--- src/rtl/rtc_pkg.sv ---
// Shared constants of the real-time clock status and time-counter block.
// Assumes a 200 MHz system clock and a 32.768 kHz crystal sampled by it.
`default_nettype none
package rtc_pkg;
	// Register offsets on the plain register port
	localparam logic [3:0] OFF_SECONDS  = 4'h0;
	localparam logic [3:0] OFF_MINUTES  = 4'h1;
	localparam logic [3:0] OFF_HOURS    = 4'h2;
	localparam logic [3:0] OFF_WEEKDAY  = 4'h3;
	localparam logic [3:0] OFF_OSC_ADJ  = 4'h7;
	localparam logic [3:0] OFF_CONTROL  = 4'he;
	localparam logic [3:0] OFF_STATUS   = 4'hf;
	// Control register fields
	localparam int unsigned BIT_WEEKLY_EN   = 7;
	localparam int unsigned BIT_DAILY_EN    = 6;
	localparam int unsigned BIT_MODE_24     = 5;
	localparam int unsigned BIT_CLKDIS_B    = 4;
	localparam int unsigned BIT_PER_SEL_LSB = 0;
	// Status and flags register fields
	localparam int unsigned BIT_THR_SEL     = 7;
	localparam int unsigned BIT_LOW_SUPPLY  = 6;
	localparam int unsigned BIT_OSC_GOOD    = 5;
	localparam int unsigned BIT_POWER_ON    = 4;
	localparam int unsigned BIT_CLKDIS_A    = 3;
	localparam int unsigned BIT_PERIODIC    = 2;
	localparam int unsigned BIT_WEEKLY_FLAG = 1;
	localparam int unsigned BIT_DAILY_FLAG  = 0;
	// Reset values
	localparam logic       POWER_ON_RST = 1'b1;
	localparam logic       OSC_GOOD_RST = 1'b0;
	localparam logic [7:0] HOURS_RST    = 8'h12;
	// Timing
	localparam int unsigned XTAL_PER_SEC    = 32768;
	localparam int unsigned CLK_MHZ         = 200;
	localparam int unsigned ALARM_DELAY_US  = 61;
	localparam int unsigned ALARM_DELAY_CYC = ALARM_DELAY_US * CLK_MHZ;
	// Periodic interrupt selections
	typedef enum logic [2:0] {
		PER_OFF    = 3'b000,
		PER_LOW    = 3'b001,
		PER_2HZ    = 3'b010,
		PER_1HZ    = 3'b011,
		PER_SECOND = 3'b100,
		PER_MINUTE = 3'b101,
		PER_HOUR   = 3'b110,
		PER_MONTH  = 3'b111
	} per_sel_t;
endpackage
`default_nettype wire

--- src/rtl/time_if.sv ---
// Carrier between the flag logic and the time counters.
// Assumes both ends run on the same system clock.
`timescale 1ns/10ps
`default_nettype none
interface time_if;
	logic       sec_tick;   // One-cycle pulse per elapsed second
	logic       wr_en;      // Register write strobe
	logic [3:0] wr_addr;    // Register write offset
	logic [7:0] wr_data;    // Register write data
	logic       mode_24;    // High selects 24-hour counting
	logic [7:0] sec;        // Seconds, BCD
	logic [7:0] min;        // Minutes, BCD
	logic [7:0] hr;         // Hours, BCD with PM or twenties bit
	logic [7:0] wday;       // Weekday code
	logic       min_carry;  // Pulse when seconds wrap
	logic       hour_carry; // Pulse when minutes wrap
	logic       day_carry;  // Pulse when hours wrap
	modport keeper (input sec_tick, wr_en, wr_addr, wr_data, mode_24,
		output sec, min, hr, wday, min_carry, hour_carry, day_carry);
	modport ctrl (output sec_tick, wr_en, wr_addr, wr_data, mode_24,
		input sec, min, hr, wday, min_carry, hour_carry, day_carry);
endinterface
`default_nettype wire

--- src/rtl/rtc_status_flags.sv ---
// Status flags, control bits, interrupt pin and clock output of the clock block.
// Assumes comparator and halt-sense levels arrive asynchronously, alarm
// matches and month starts are one-cycle pulses on clk, power-up drives arst_n.
// How it works
// - Threshold select picks 1.3 V or 2.1 V
// - Low supply sets sticky flag, stops monitoring
// - Writing zero clears low-supply flag, restarts
// - Oscillator halt clears good flag; writes stored
// - Power-up sets power-on flag, held
// - Power-on flag zeroes control and adjust bits
// - Writing zero clears power-on flag only
// - Crystal clock out unless both disables set
// - Periodic flag mirrors periodic low output
// - Level mode: writing zero releases periodic pin
// - Enabled alarm flags set 61 us after match
// - Writing zero clears alarm flag, releases pin
// - Disabled alarm flag reads zero
// - Seconds and minutes count BCD 00-59
// - Hours carry into day counters at midnight
// - Seconds write resets sub-second divider
// - Time registers zero their unused upper bits
// - Weekday counts 0 to 6, wraps
// - Hour mode bit: 0 twelve-hour, 1 twenty-four
// - Alarm enable bits gate alarm circuits
//
// Chosen here: the plain strobed port.
`timescale 1ns/10ps
`default_nettype none
module rtc_status_flags #(
	parameter int unsigned XTAL_PER_SEC    = rtc_pkg::XTAL_PER_SEC,
	parameter int unsigned ALARM_DELAY_CYC = rtc_pkg::ALARM_DELAY_CYC
) (
	input  wire logic       clk,
	input  wire logic       arst_n,
	input  wire logic [3:0] reg_addr,
	input  wire logic [7:0] reg_wdata,
	input  wire logic       reg_we,
	input  wire logic       reg_re,
	output logic      [7:0] reg_rdata,
	input  wire logic       xtal_clk,
	input  wire logic       supply_below_2v1,
	input  wire logic       supply_below_1v3,
	input  wire logic       osc_halt,
	input  wire logic [1:0] alarm_match,
	input  wire logic       month_start,
	output logic            irq_n,
	output logic            crystal_clock_out
);
	localparam int unsigned DW = $clog2(XTAL_PER_SEC);      // Divider width
	localparam int unsigned CW = $clog2(ALARM_DELAY_CYC + 1); // Alarm delay width
	localparam int unsigned NA = 2;                          // Alarm channels: 0 daily, 1 weekly

	// ---- Input synchronisers ----
	logic [3:0] sync_a_q;    // First stage, read only by second stage
	logic [3:0] sync_b_q;    // Second stage, safe to use
	logic       xtal_prev_q; // Previous crystal level for edge finding
	wire  [3:0] async_in = {osc_halt, supply_below_1v3, supply_below_2v1, xtal_clk};
	wire        xtal_s   = sync_b_q[0];
	wire        below_hi = sync_b_q[1];
	wire        below_lo = sync_b_q[2];
	wire        halt_s   = sync_b_q[3];
	wire        xtal_rise = xtal_s & ~xtal_prev_q;

	// Two flip-flops for every outside level
	always_ff @(posedge clk or negedge arst_n) begin
		if (!arst_n) begin
			sync_a_q    <= 4'h0;
			sync_b_q    <= 4'h0;
			xtal_prev_q <= 1'b0;
		end else begin
			sync_a_q    <= async_in;
			sync_b_q    <= sync_a_q;
			xtal_prev_q <= xtal_s;
		end
	end

	// ---- Register port decode ----
	wire wr_sec   = reg_we && reg_addr == rtc_pkg::OFF_SECONDS;
	wire wr_adj   = reg_we && reg_addr == rtc_pkg::OFF_OSC_ADJ;
	wire wr_ctrl  = reg_we && reg_addr == rtc_pkg::OFF_CONTROL;
	wire wr_stat  = reg_we && reg_addr == rtc_pkg::OFF_STATUS;
	// Write-zero clears; a one written to these bits does nothing
	wire clr_low  = wr_stat && !reg_wdata[rtc_pkg::BIT_LOW_SUPPLY];
	wire clr_pon  = wr_stat && !reg_wdata[rtc_pkg::BIT_POWER_ON];
	wire clr_per  = wr_stat && !reg_wdata[rtc_pkg::BIT_PERIODIC];
	wire [NA-1:0] clr_alarm = {wr_stat && !reg_wdata[rtc_pkg::BIT_WEEKLY_FLAG],
		wr_stat && !reg_wdata[rtc_pkg::BIT_DAILY_FLAG]};

	// ---- Sub-second divider ----
	logic [DW-1:0] div_q; // Crystal edges within the current second
	wire div_last = div_q == DW'(XTAL_PER_SEC - 1);
	// A seconds write restarts the second, so no tick in that cycle
	wire sec_tick = xtal_rise & div_last & ~wr_sec;

	// Divider counts crystal rising edges
	always_ff @(posedge clk or negedge arst_n) begin
		if (!arst_n) begin
			div_q <= '0;
		end else if (wr_sec) begin
			div_q <= '0;
		end else if (xtal_rise) begin
			div_q <= div_last ? '0 : div_q + DW'(1);
		end
	end

	// ---- Time counters ----
	time_if tk ();
	logic [7:0] ctrl_q; // Control register: enables, hour mode, clock disable, periodic select
	assign tk.sec_tick = sec_tick;
	assign tk.wr_en    = reg_we;
	assign tk.wr_addr  = reg_addr;
	assign tk.wr_data  = reg_wdata;
	assign tk.mode_24  = ctrl_q[rtc_pkg::BIT_MODE_24];

	rtc_timekeeper u_timekeeper (
		.clk    (clk),
		.arst_n (arst_n),
		.tk     (tk.keeper)
	);

	// ---- Control and adjustment registers ----
	logic       pon_q;     // Power-on flag
	logic [6:0] osc_adj_q; // Adjustment value, stored for the rate trimmer
	logic       thr_sel_q; // Supply threshold select
	logic       clkdis_a_q; // Clock output disable, status register copy

	// Power-on flag holds every control bit at zero until cleared
	always_ff @(posedge clk or negedge arst_n) begin
		if (!arst_n) begin
			ctrl_q     <= 8'h00;
			osc_adj_q  <= 7'h00;
			thr_sel_q  <= 1'b0;
			clkdis_a_q <= 1'b0;
		end else if (pon_q) begin
			ctrl_q     <= 8'h00;
			osc_adj_q  <= 7'h00;
			thr_sel_q  <= 1'b0;
			clkdis_a_q <= 1'b0;
		end else begin
			ctrl_q     <= wr_ctrl ? reg_wdata : ctrl_q;
			osc_adj_q  <= wr_adj ? reg_wdata[6:0] : osc_adj_q;
			thr_sel_q  <= wr_stat ? reg_wdata[rtc_pkg::BIT_THR_SEL] : thr_sel_q;
			clkdis_a_q <= wr_stat ? reg_wdata[rtc_pkg::BIT_CLKDIS_A] : clkdis_a_q;
		end
	end

	// ---- Supply monitor, oscillator and power-on flags ----
	logic low_q;  // Low-supply result, sticky
	logic xst_q;  // Oscillation-good flag
	// High select means the lower threshold
	wire sel_below = thr_sel_q ? below_lo : below_hi;
	// Monitoring runs only while the flag is clear
	wire low_set   = !low_q && sel_below;

	// Low-supply flag: a zero write or the power-on flag clears it and restarts monitoring
	always_ff @(posedge clk or negedge arst_n) begin
		if (!arst_n) begin
			low_q <= 1'b0;
		end else if (pon_q) begin
			low_q <= 1'b0;
		end else if (low_set) begin
			low_q <= 1'b1;
		end else if (clr_low) begin
			low_q <= 1'b0;
		end
	end

	// Halt sensing beats a host write of one
	always_ff @(posedge clk or negedge arst_n) begin
		if (!arst_n) begin
			xst_q <= rtc_pkg::OSC_GOOD_RST;
		end else if (halt_s) begin
			xst_q <= 1'b0;
		end else if (wr_stat) begin
			xst_q <= reg_wdata[rtc_pkg::BIT_OSC_GOOD];
		end
	end

	// Power-up from zero is the reset; the flag then waits for a zero write
	always_ff @(posedge clk or negedge arst_n) begin
		if (!arst_n) begin
			pon_q <= rtc_pkg::POWER_ON_RST;
		end else if (clr_pon) begin
			pon_q <= 1'b0;
		end
	end

	// ---- Periodic interrupt ----
	logic level_q; // Level-mode latch, low pin while set
	rtc_pkg::per_sel_t per_sel;
	assign per_sel = rtc_pkg::per_sel_t'(ctrl_q[rtc_pkg::BIT_PER_SEL_LSB +: 3]);
	wire level_mode = per_sel[2];
	// Pulse modes are low for the first half of each cycle after the second step
	wire low_1hz    = ~div_q[DW-1];
	wire low_2hz    = ~div_q[DW-2];
	wire level_evt  = (per_sel == rtc_pkg::PER_SECOND && sec_tick) ||
		(per_sel == rtc_pkg::PER_MINUTE && tk.min_carry) ||
		(per_sel == rtc_pkg::PER_HOUR && tk.hour_carry) ||
		(per_sel == rtc_pkg::PER_MONTH && month_start);
	wire per_low    = (per_sel == rtc_pkg::PER_LOW) ||
		(per_sel == rtc_pkg::PER_2HZ && low_2hz) ||
		(per_sel == rtc_pkg::PER_1HZ && low_1hz) ||
		(level_mode && level_q);

	// New interrupt cycle wins over a zero write in the same cycle
	always_ff @(posedge clk or negedge arst_n) begin
		if (!arst_n) begin
			level_q <= 1'b0;
		end else if (!level_mode) begin
			level_q <= 1'b0;
		end else if (level_evt) begin
			level_q <= 1'b1;
		end else if (clr_per) begin
			level_q <= 1'b0;
		end
	end

	// ---- Alarm flags, one channel per alarm ----
	logic [NA-1:0] alarm_en;   // Alarm enables from the control register
	logic [NA-1:0] alarm_flag; // Flags as seen by pin and reads
	logic [CW-1:0] alarm_cnt_q [NA]; // Cycles left before the flag sets
	logic          alarm_flg_q [NA]; // Stored flags
	assign alarm_en = {ctrl_q[rtc_pkg::BIT_WEEKLY_EN], ctrl_q[rtc_pkg::BIT_DAILY_EN]};

	for (genvar g = 0; g < NA; g++) begin : g_alarm
		wire fire = alarm_cnt_q[g] == CW'(1);
		// Delay from match to flag; a disabled alarm drops any pending match
		always_ff @(posedge clk or negedge arst_n) begin
			if (!arst_n) begin
				alarm_cnt_q[g] <= '0;
			end else if (!alarm_en[g]) begin
				alarm_cnt_q[g] <= '0;
			end else if (alarm_match[g]) begin
				alarm_cnt_q[g] <= CW'(ALARM_DELAY_CYC);
			end else if (alarm_cnt_q[g] != '0) begin
				alarm_cnt_q[g] <= alarm_cnt_q[g] - CW'(1);
			end
		end
		// Setting wins over a zero write landing in the same cycle
		always_ff @(posedge clk or negedge arst_n) begin
			if (!arst_n) begin
				alarm_flg_q[g] <= 1'b0;
			end else if (!alarm_en[g]) begin
				alarm_flg_q[g] <= 1'b0;
			end else if (fire) begin
				alarm_flg_q[g] <= 1'b1;
			end else if (clr_alarm[g]) begin
				alarm_flg_q[g] <= 1'b0;
			end
		end
		assign alarm_flag[g] = alarm_flg_q[g] & alarm_en[g];
	end

	// ---- Pins ----
	wire any_src  = per_low | (|alarm_flag);
	wire clk_hold = clkdis_a_q & ctrl_q[rtc_pkg::BIT_CLKDIS_B];

	// Both pins come from flops; one cycle later than the sources
	always_ff @(posedge clk or negedge arst_n) begin
		if (!arst_n) begin
			irq_n             <= 1'b1;
			crystal_clock_out <= 1'b1;
		end else begin
			irq_n             <= ~any_src;
			crystal_clock_out <= clk_hold ? 1'b1 : xtal_s;
		end
	end

	// ---- Read path ----
	wire [7:0] stat_rd = {thr_sel_q, low_q, xst_q, pon_q, clkdis_a_q, per_low, alarm_flag[1], alarm_flag[0]};
	wire [7:0] rd_mux  = (reg_addr == rtc_pkg::OFF_SECONDS) ? tk.sec :
		(reg_addr == rtc_pkg::OFF_MINUTES) ? tk.min :
		(reg_addr == rtc_pkg::OFF_HOURS)   ? tk.hr :
		(reg_addr == rtc_pkg::OFF_WEEKDAY) ? tk.wday :
		(reg_addr == rtc_pkg::OFF_OSC_ADJ) ? {1'b0, osc_adj_q} :
		(reg_addr == rtc_pkg::OFF_CONTROL) ? ctrl_q :
		(reg_addr == rtc_pkg::OFF_STATUS)  ? stat_rd : 8'h00;

	// Read data stand only in the cycle after the strobe
	always_ff @(posedge clk or negedge arst_n) begin
		if (!arst_n) begin
			reg_rdata <= 8'h00;
		end else begin
			reg_rdata <= reg_re ? rd_mux : 8'h00;
		end
	end
endmodule // rtc_status_flags
`default_nettype wire

--- src/rtl/rtc_timekeeper.sv ---
// Seconds, minutes, hours and weekday counters in BCD.
// Assumes a one-cycle second tick and writes arriving through the carrier.
`timescale 1ns/10ps
`default_nettype none
module rtc_timekeeper (
	input  wire logic clk,
	input  wire logic arst_n,
	time_if.keeper    tk
);
	logic [6:0] sec_q;        // Seconds counter
	logic [6:0] min_q;        // Minutes counter
	logic [5:0] hr_q;         // Hours counter
	logic [2:0] wday_q;       // Weekday counter
	logic       min_carry_q;  // Minute event
	logic       hour_carry_q; // Hour event
	logic       day_carry_q;  // Day event

	// Two-digit BCD increment, no wrap
	function automatic logic [7:0] bcd_inc(input logic [7:0] v);
		bcd_inc = (v[3:0] == 4'h9) ? {v[7:4] + 4'h1, 4'h0} : {v[7:4], v[3:0] + 4'h1};
	endfunction

	wire [7:0] sec_inc  = bcd_inc({1'b0, sec_q});
	wire [7:0] min_inc  = bcd_inc({1'b0, min_q});
	wire [7:0] h12_inc  = bcd_inc({3'b000, hr_q[4:0]});
	wire [7:0] h24_inc  = bcd_inc({2'b00, hr_q});
	wire       sec_wrap = sec_q == 7'h59;
	wire       min_wrap = min_q == 7'h59;
	// Day boundary: 23 to 00, or PM11 to AM12
	wire       hr_wrap  = tk.mode_24 ? (hr_q == 6'h23) : (hr_q == 6'h31);
	// 12-hour step: AM12 to 1, 11 to 12 with the half-day bit toggled
	wire [5:0] h12_next = (hr_q[4:0] == 5'h12) ? {hr_q[5], 5'h01} :
		(hr_q[4:0] == 5'h11) ? {~hr_q[5], 5'h12} : {hr_q[5], h12_inc[4:0]};
	wire [5:0] hr_next  = hr_wrap ? (tk.mode_24 ? 6'h00 : 6'h12) :
		(tk.mode_24 ? h24_inc[5:0] : h12_next);
	wire       step_min = tk.sec_tick & sec_wrap;
	wire       step_hr  = step_min & min_wrap;
	wire       step_day = step_hr & hr_wrap;
	wire       wr_sec   = tk.wr_en && tk.wr_addr == rtc_pkg::OFF_SECONDS;
	wire       wr_min   = tk.wr_en && tk.wr_addr == rtc_pkg::OFF_MINUTES;
	wire       wr_hr    = tk.wr_en && tk.wr_addr == rtc_pkg::OFF_HOURS;
	wire       wr_wday  = tk.wr_en && tk.wr_addr == rtc_pkg::OFF_WEEKDAY;

	// Counters: a host write wins over a carry in the same cycle
	always_ff @(posedge clk or negedge arst_n) begin
		if (!arst_n) begin
			sec_q  <= 7'h00;
			min_q  <= 7'h00;
			hr_q   <= rtc_pkg::HOURS_RST[5:0];
			wday_q <= 3'h0;
		end else begin
			sec_q  <= wr_sec ? tk.wr_data[6:0] : (tk.sec_tick ? (sec_wrap ? 7'h00 : sec_inc[6:0]) : sec_q);
			min_q  <= wr_min ? tk.wr_data[6:0] : (step_min ? (min_wrap ? 7'h00 : min_inc[6:0]) : min_q);
			hr_q   <= wr_hr ? tk.wr_data[5:0] : (step_hr ? hr_next : hr_q);
			wday_q <= wr_wday ? tk.wr_data[2:0] : (step_day ? ((wday_q == 3'h6) ? 3'h0 : wday_q + 3'h1) : wday_q);
		end
	end

	// Carry events toward the periodic selector and the calendar
	always_ff @(posedge clk or negedge arst_n) begin
		if (!arst_n) begin
			min_carry_q  <= 1'b0;
			hour_carry_q <= 1'b0;
			day_carry_q  <= 1'b0;
		end else begin
			min_carry_q  <= step_min;
			hour_carry_q <= step_hr;
			day_carry_q  <= step_day;
		end
	end

	// Unused upper bits read as zero
	assign tk.sec        = {1'b0, sec_q};
	assign tk.min        = {1'b0, min_q};
	assign tk.hr         = {2'b00, hr_q};
	assign tk.wday       = {5'h00, wday_q};
	assign tk.min_carry  = min_carry_q;
	assign tk.hour_carry = hour_carry_q;
	assign tk.day_carry  = day_carry_q;
endmodule // rtc_timekeeper
`default_nettype wire

--- config.mk ---
export PLATFORM = sky130hd
export DESIGN_NAME = rtc_status_flags
export DESIGN_NICKNAME = d
export VERILOG_FILES = /design/src/rtl/rtc_pkg.sv /design/src/rtl/time_if.sv /design/src/rtl/rtc_status_flags.sv /design/src/rtl/rtc_timekeeper.sv
export SDC_FILE = /design/constraint.sdc
export NUM_CORES = 1
export LEC_CHECK = 0
export ABC_AREA = 0
export ABC_CLOCK_PERIOD_IN_PS = 2000
export BUFFER_PORTS_ARGS = -buffer_cell sky130_fd_sc_hd__clkbuf_2
export CORE_MARGIN = 4
export CORE_UTILIZATION = 45
export CTS_CLUSTER_SIZE = 24
export DETAILED_ROUTE_END_ITERATION = 8
export GPL_TIMING_DRIVEN = 0
export PLACE_DENSITY = 0.61
export SYNTH_ARGS = -nofsm -noshare
export SYNTH_HDL_FRONTEND = slang
export SYNTH_SLANG_ARGS = --single-unit
--- constraint.sdc ---
create_clock -name clk -period 2 [get_ports clk]
set_clock_uncertainty 0.05 [all_clocks]
set_input_delay 0.3 -clock clk [delete_from_list [all_inputs] [get_ports clk]]
set_output_delay 0.3 -clock clk [all_outputs]
set_load 0.02 [all_outputs]
==> run_results.csv <==
group,metric,value,unit
outcome,status,"complete, but fails checks",
outcome,violations,"hold timing, setup timing",
sta,timing.final.ws_setup,-0.111,ns
worst_setup_path,regToRegStartpoint,"div_q[1]",
placement,port_buffers,30,
placement,place_ws,-0.492,ns
sta,holdWs,-0.00975,ns
power_and_ir_drop,power.density,1030,nW/um^2
drt,dr.first_iter.drc_count,513,
floorplan,rows,41,
worst_setup_path,r2r_slack,-0.11,ns
sta,tightest_slew,0.885,ns
cells_and_area,area_growth,20.5,%
sta,drv_slew,0,
synth,synth_top_family_by_area,"simple AND/OR/NAND/NOR gates",
clocking,cts_buffers,9,
cells_and_area,drive_above_1_share,20.5,%
synth,synth_fa_ha_area_share,2.71,%
floorplan,initial_core_util,46.8,%
global_route,first_global_vias,5170,
cells_and_area,stdcell_count,903,
placement,hpwlAfterDp,10.9,mm
drt,vias,5249,
worst_setup_path,crit_path_end_kind,"register",
worst_setup_path,path_max_fanout,7,
worst_setup_path,worst-path-stages,7,
synth,async_reset_ff_share,100,%
clocking,cts_tree,"done",
drt,antenna_left,0,
placement,place_congestion,0.897,
cells_and_area,antenna_cells,0,
sta,finalSetupViolCount,15,
cells_and_area,layout_commonest_cell,"dfrtp_1",
synth,avgSynthCellArea,9.24,sq um
drt,wl_per_cell,17.7,um
worst_setup_path,startpoint,"div_q[1]",
cells_and_area,fillers,1128,
worst_setup_path,cp-endpoint,"u_timekeeper.min_q[5]",
synth,synth-xor-area-share,4.23,%
worst_setup_path,crit_chain,"ha_2, nand3_4, nor3_4, nand4_1, buf_6, or3b_1, a31oi_1",
sta,fin_crit,2.11,ns
worst_setup_path,arrival,2.34,ns
drt,finalWirelength,16.0,mm
synth,yosys_warnings,0,
worst_setup_path,path_buf_inv,1,
synth,synth_edf_count,0,
worst_setup_path,crit_path_start_kind,"register",
power_and_ir_drop,power.leakage,3.26,nW
synth,synth-compound-area-share,16.5,%
floorplan,die_y,124,um
synth,yosys.area_share.simple,22.5,%
synth,ys_ff_latch,110,
clocking,cts_root_buf,"clkbuf_16",
global_route,grt_max_degree,111,
synth,synthMuxAreaShare,4.89,%
drt,drc,0,
placement,dpl.cell_count,852,
floorplan,fp.coreArea,12800,sq um
job,drv_cap,0,
sta,fin_crit_sh,106,%
synth,synth_seq_area_share,45.9,%
worst_setup_path,r2r-end,"u_timekeeper.min_q[5]",
clocking,clk_latency,0.36,ns
synth,syn_nets,686,
floorplan,dieArea,15300,sq um
cells_and_area,final_core_util,56.4,%
sta,max_freq,474,MHz
clocking,h-tree-depth,3,
global_route,antenna_found_initial,0,
floorplan,die_x,124,um
worst_setup_path,slowest_delay,0.42,ns
global_route,grt.overflow.total,0,
cells_and_area,nets,762,
sta,rsz0062_at_grt,"yes",
synth,synth_area,6010,sq um
power_and_ir_drop,ir_worst_vdd,0.568,mV
clocking,path_clk_slew,0.07,ns
floorplan,io_pins,33,
worst_setup_path,r2r_cells,7,
clocking,clock_sinks,110,
worst_setup_path,critPathRequiredTime,2.23,ns
cells_and_area,layout_common_cells,"101 x dfrtp_1, 81 x nor2_1, 64 x nand2_1",
synth,syn_inst,650,
sta,hold_viol,2,
drt,first_pass_iters,5,
global_route,grt_usage,22.0,%
synth,synth_cell_types,69,
global_route,grt_pass1_wl,25.9,mm
worst_setup_path,path_class,"register to register",
drt,viasPerCell,5.81,
worst_setup_path,crit_family,"simple AND/OR/NAND/NOR gates",
hold_path,hold_class,"input port to async pin",
clocking,clockBufferDepth,2,
synth,synthFlopType,"dfrtp_1",
sta,slew_headroom,41.0,%
worst_setup_path,crit_slowest_cell,"dfrtp_1",
## synthesized netlist by cell type (3+ instances only)
cell type | n | share of area, %
dfrtp_1 | 105 | 44
nor2_1 | 83 | 5.2
nand2_1 | 66 | 4.1
a21oi_1 | 45 | 3.7
o21ai_0 | 33 | 2.7
mux2i_1 | 26 | 4.3
nand3_1 | 25 | 2.1
inv_1 | 22 | 1.4
xnor2_1 | 20 | 2.9
clkbuf_1 | 18 | 1.1
nor3_1 | 16 | 1.3
a31oi_1 | 13 | 1.4
ha_1 | 13 | 2.7
or3_1 | 10 | 1.0
nand4_1 | 9 | 0.94
xor2_1 | 9 | 1.3
a21boi_0 | 8 | 1.0
nor2b_1 | 8 | 0.83
nor4_1 | 8 | 0.83
o21a_1 | 8 | 1.0
and3_1 | 7 | 0.73
a211oi_1 | 6 | 0.75
buf_2 | 6 | 0.50
dfstp_2 | 5 | 2.2
nand2b_1 | 5 | 0.52
nor3b_1 | 5 | 0.62
o211ai_1 | 5 | 0.62
o22ai_1 | 5 | 0.52
or3b_1 | 4 | 0.58
mux2_2 | 3 | 0.56
o31a_1 | 3 | 0.44
## sequential cells by signal, summed over array words and instances, names as in the netlist, 2 cells and up
signal	count
alarm_cnt_q	28
alarm_flg_q	2
ctrl_q	8
div_q	15
osc_adj_q	7
reg_rdata	8
sync_a_q	4
sync_b_q	4
u_timekeeper.hr_q	6
u_timekeeper.min_q	7
u_timekeeper.sec_q	7
u_timekeeper.wday_q	3
## layer usage
| layer | part of all wire, % | track usage [%] |
|---|---|---|
| met1 | 44 | 29.7 |
| met2 | 48 | 35.7 |
| met3 | 5.7 | 4.71 |
| met4 | 2.0 | 6.57 |
| met5 | 0 | 0 |
## worst min-delay path by stage
stage | start | to | slack, ns | cells after the start
floorplan | arst_n | alarm_cnt_q[0] | -0.05 | 0
global placement | sync_a_q[2] | sync_b_q[2] | 0.28 | 0
detailed placement | sync_a_q[2] | sync_b_q[2] | 0.29 | 0
CTS | arst_n | alarm_cnt_q[9] | 0.05 | 1
global route | arst_n | alarm_cnt_q[11] | 0.07 | 1
finish | arst_n | alarm_cnt_q[11] | -0.01 | 1
## worst reg2reg max path, stage by stage (launching register included)
cell and delay, ns:
dfrtp_1 0.42, ha_2 0.24, nand3_4 0.15, nor3_4 0.33, nand4_1 0.17, buf_6 0.17, or3b_1 0.35, a31oi_1 0.17
## layout make-up
type / instances / area (sq um) / share of cell area (%)
multi-input combinational: 492 / 3270 / 45.1
sequential: 110 / 2760 / 38.2
timing repair buffer: 67 / 473 / 6.53
clock buffer: 10 / 229 / 3.16
tap: 172 / 215 / 2.97
buffer: 23 / 109 / 1.50
clock inverter: 6 / 93.8 / 1.30
inverter: 23 / 88.8 / 1.23
## cells by family (layout without fill, tap and decap cells)
kind of cell | count (synthesis) | in the layout
simple gates | 269 | 269
mux | 29 | 29
compound gates | 152 | 152
xor+xnor | 29 | 29
flops | 110 | 110
buf+inv | 48 | 129
fa+ha+maj | 13 | 13
## where the power goes
group	internal (mW)	switching, mW
sequential	2.62	0.443
combinational	1.11	1.31
clock	1.11	0.844
total	4.84	2.60
## what timing repair did
action / CTS / global route
buffers inserted: 20 / 12
hold buffers: 4 / 0
cloned: 1 / 0
resized for setup: 29 / 42
endpoints found under the hold margin: 4 / 0
endpoints found under the setup margin: 49 / 59
pin swaps: 16 / 22
## metrics by stage
stage / setup TNS [ns] / power, mW / cell area (sq um)
6_report: -1.04 / 7.44 / 7240
4_1_cts: -1.23 / 7.28 / 7010
5_1_grt: -2.50 / 7.89 / 7240
3_5_place_dp: -13.90 / 5.08 / 6390
2_1_floorplan: -0.0595 / 4.52 / 6010
3_3_place_gp: -120.39 / 5.00 / 6380
Power figures use the tool's default switching activity.
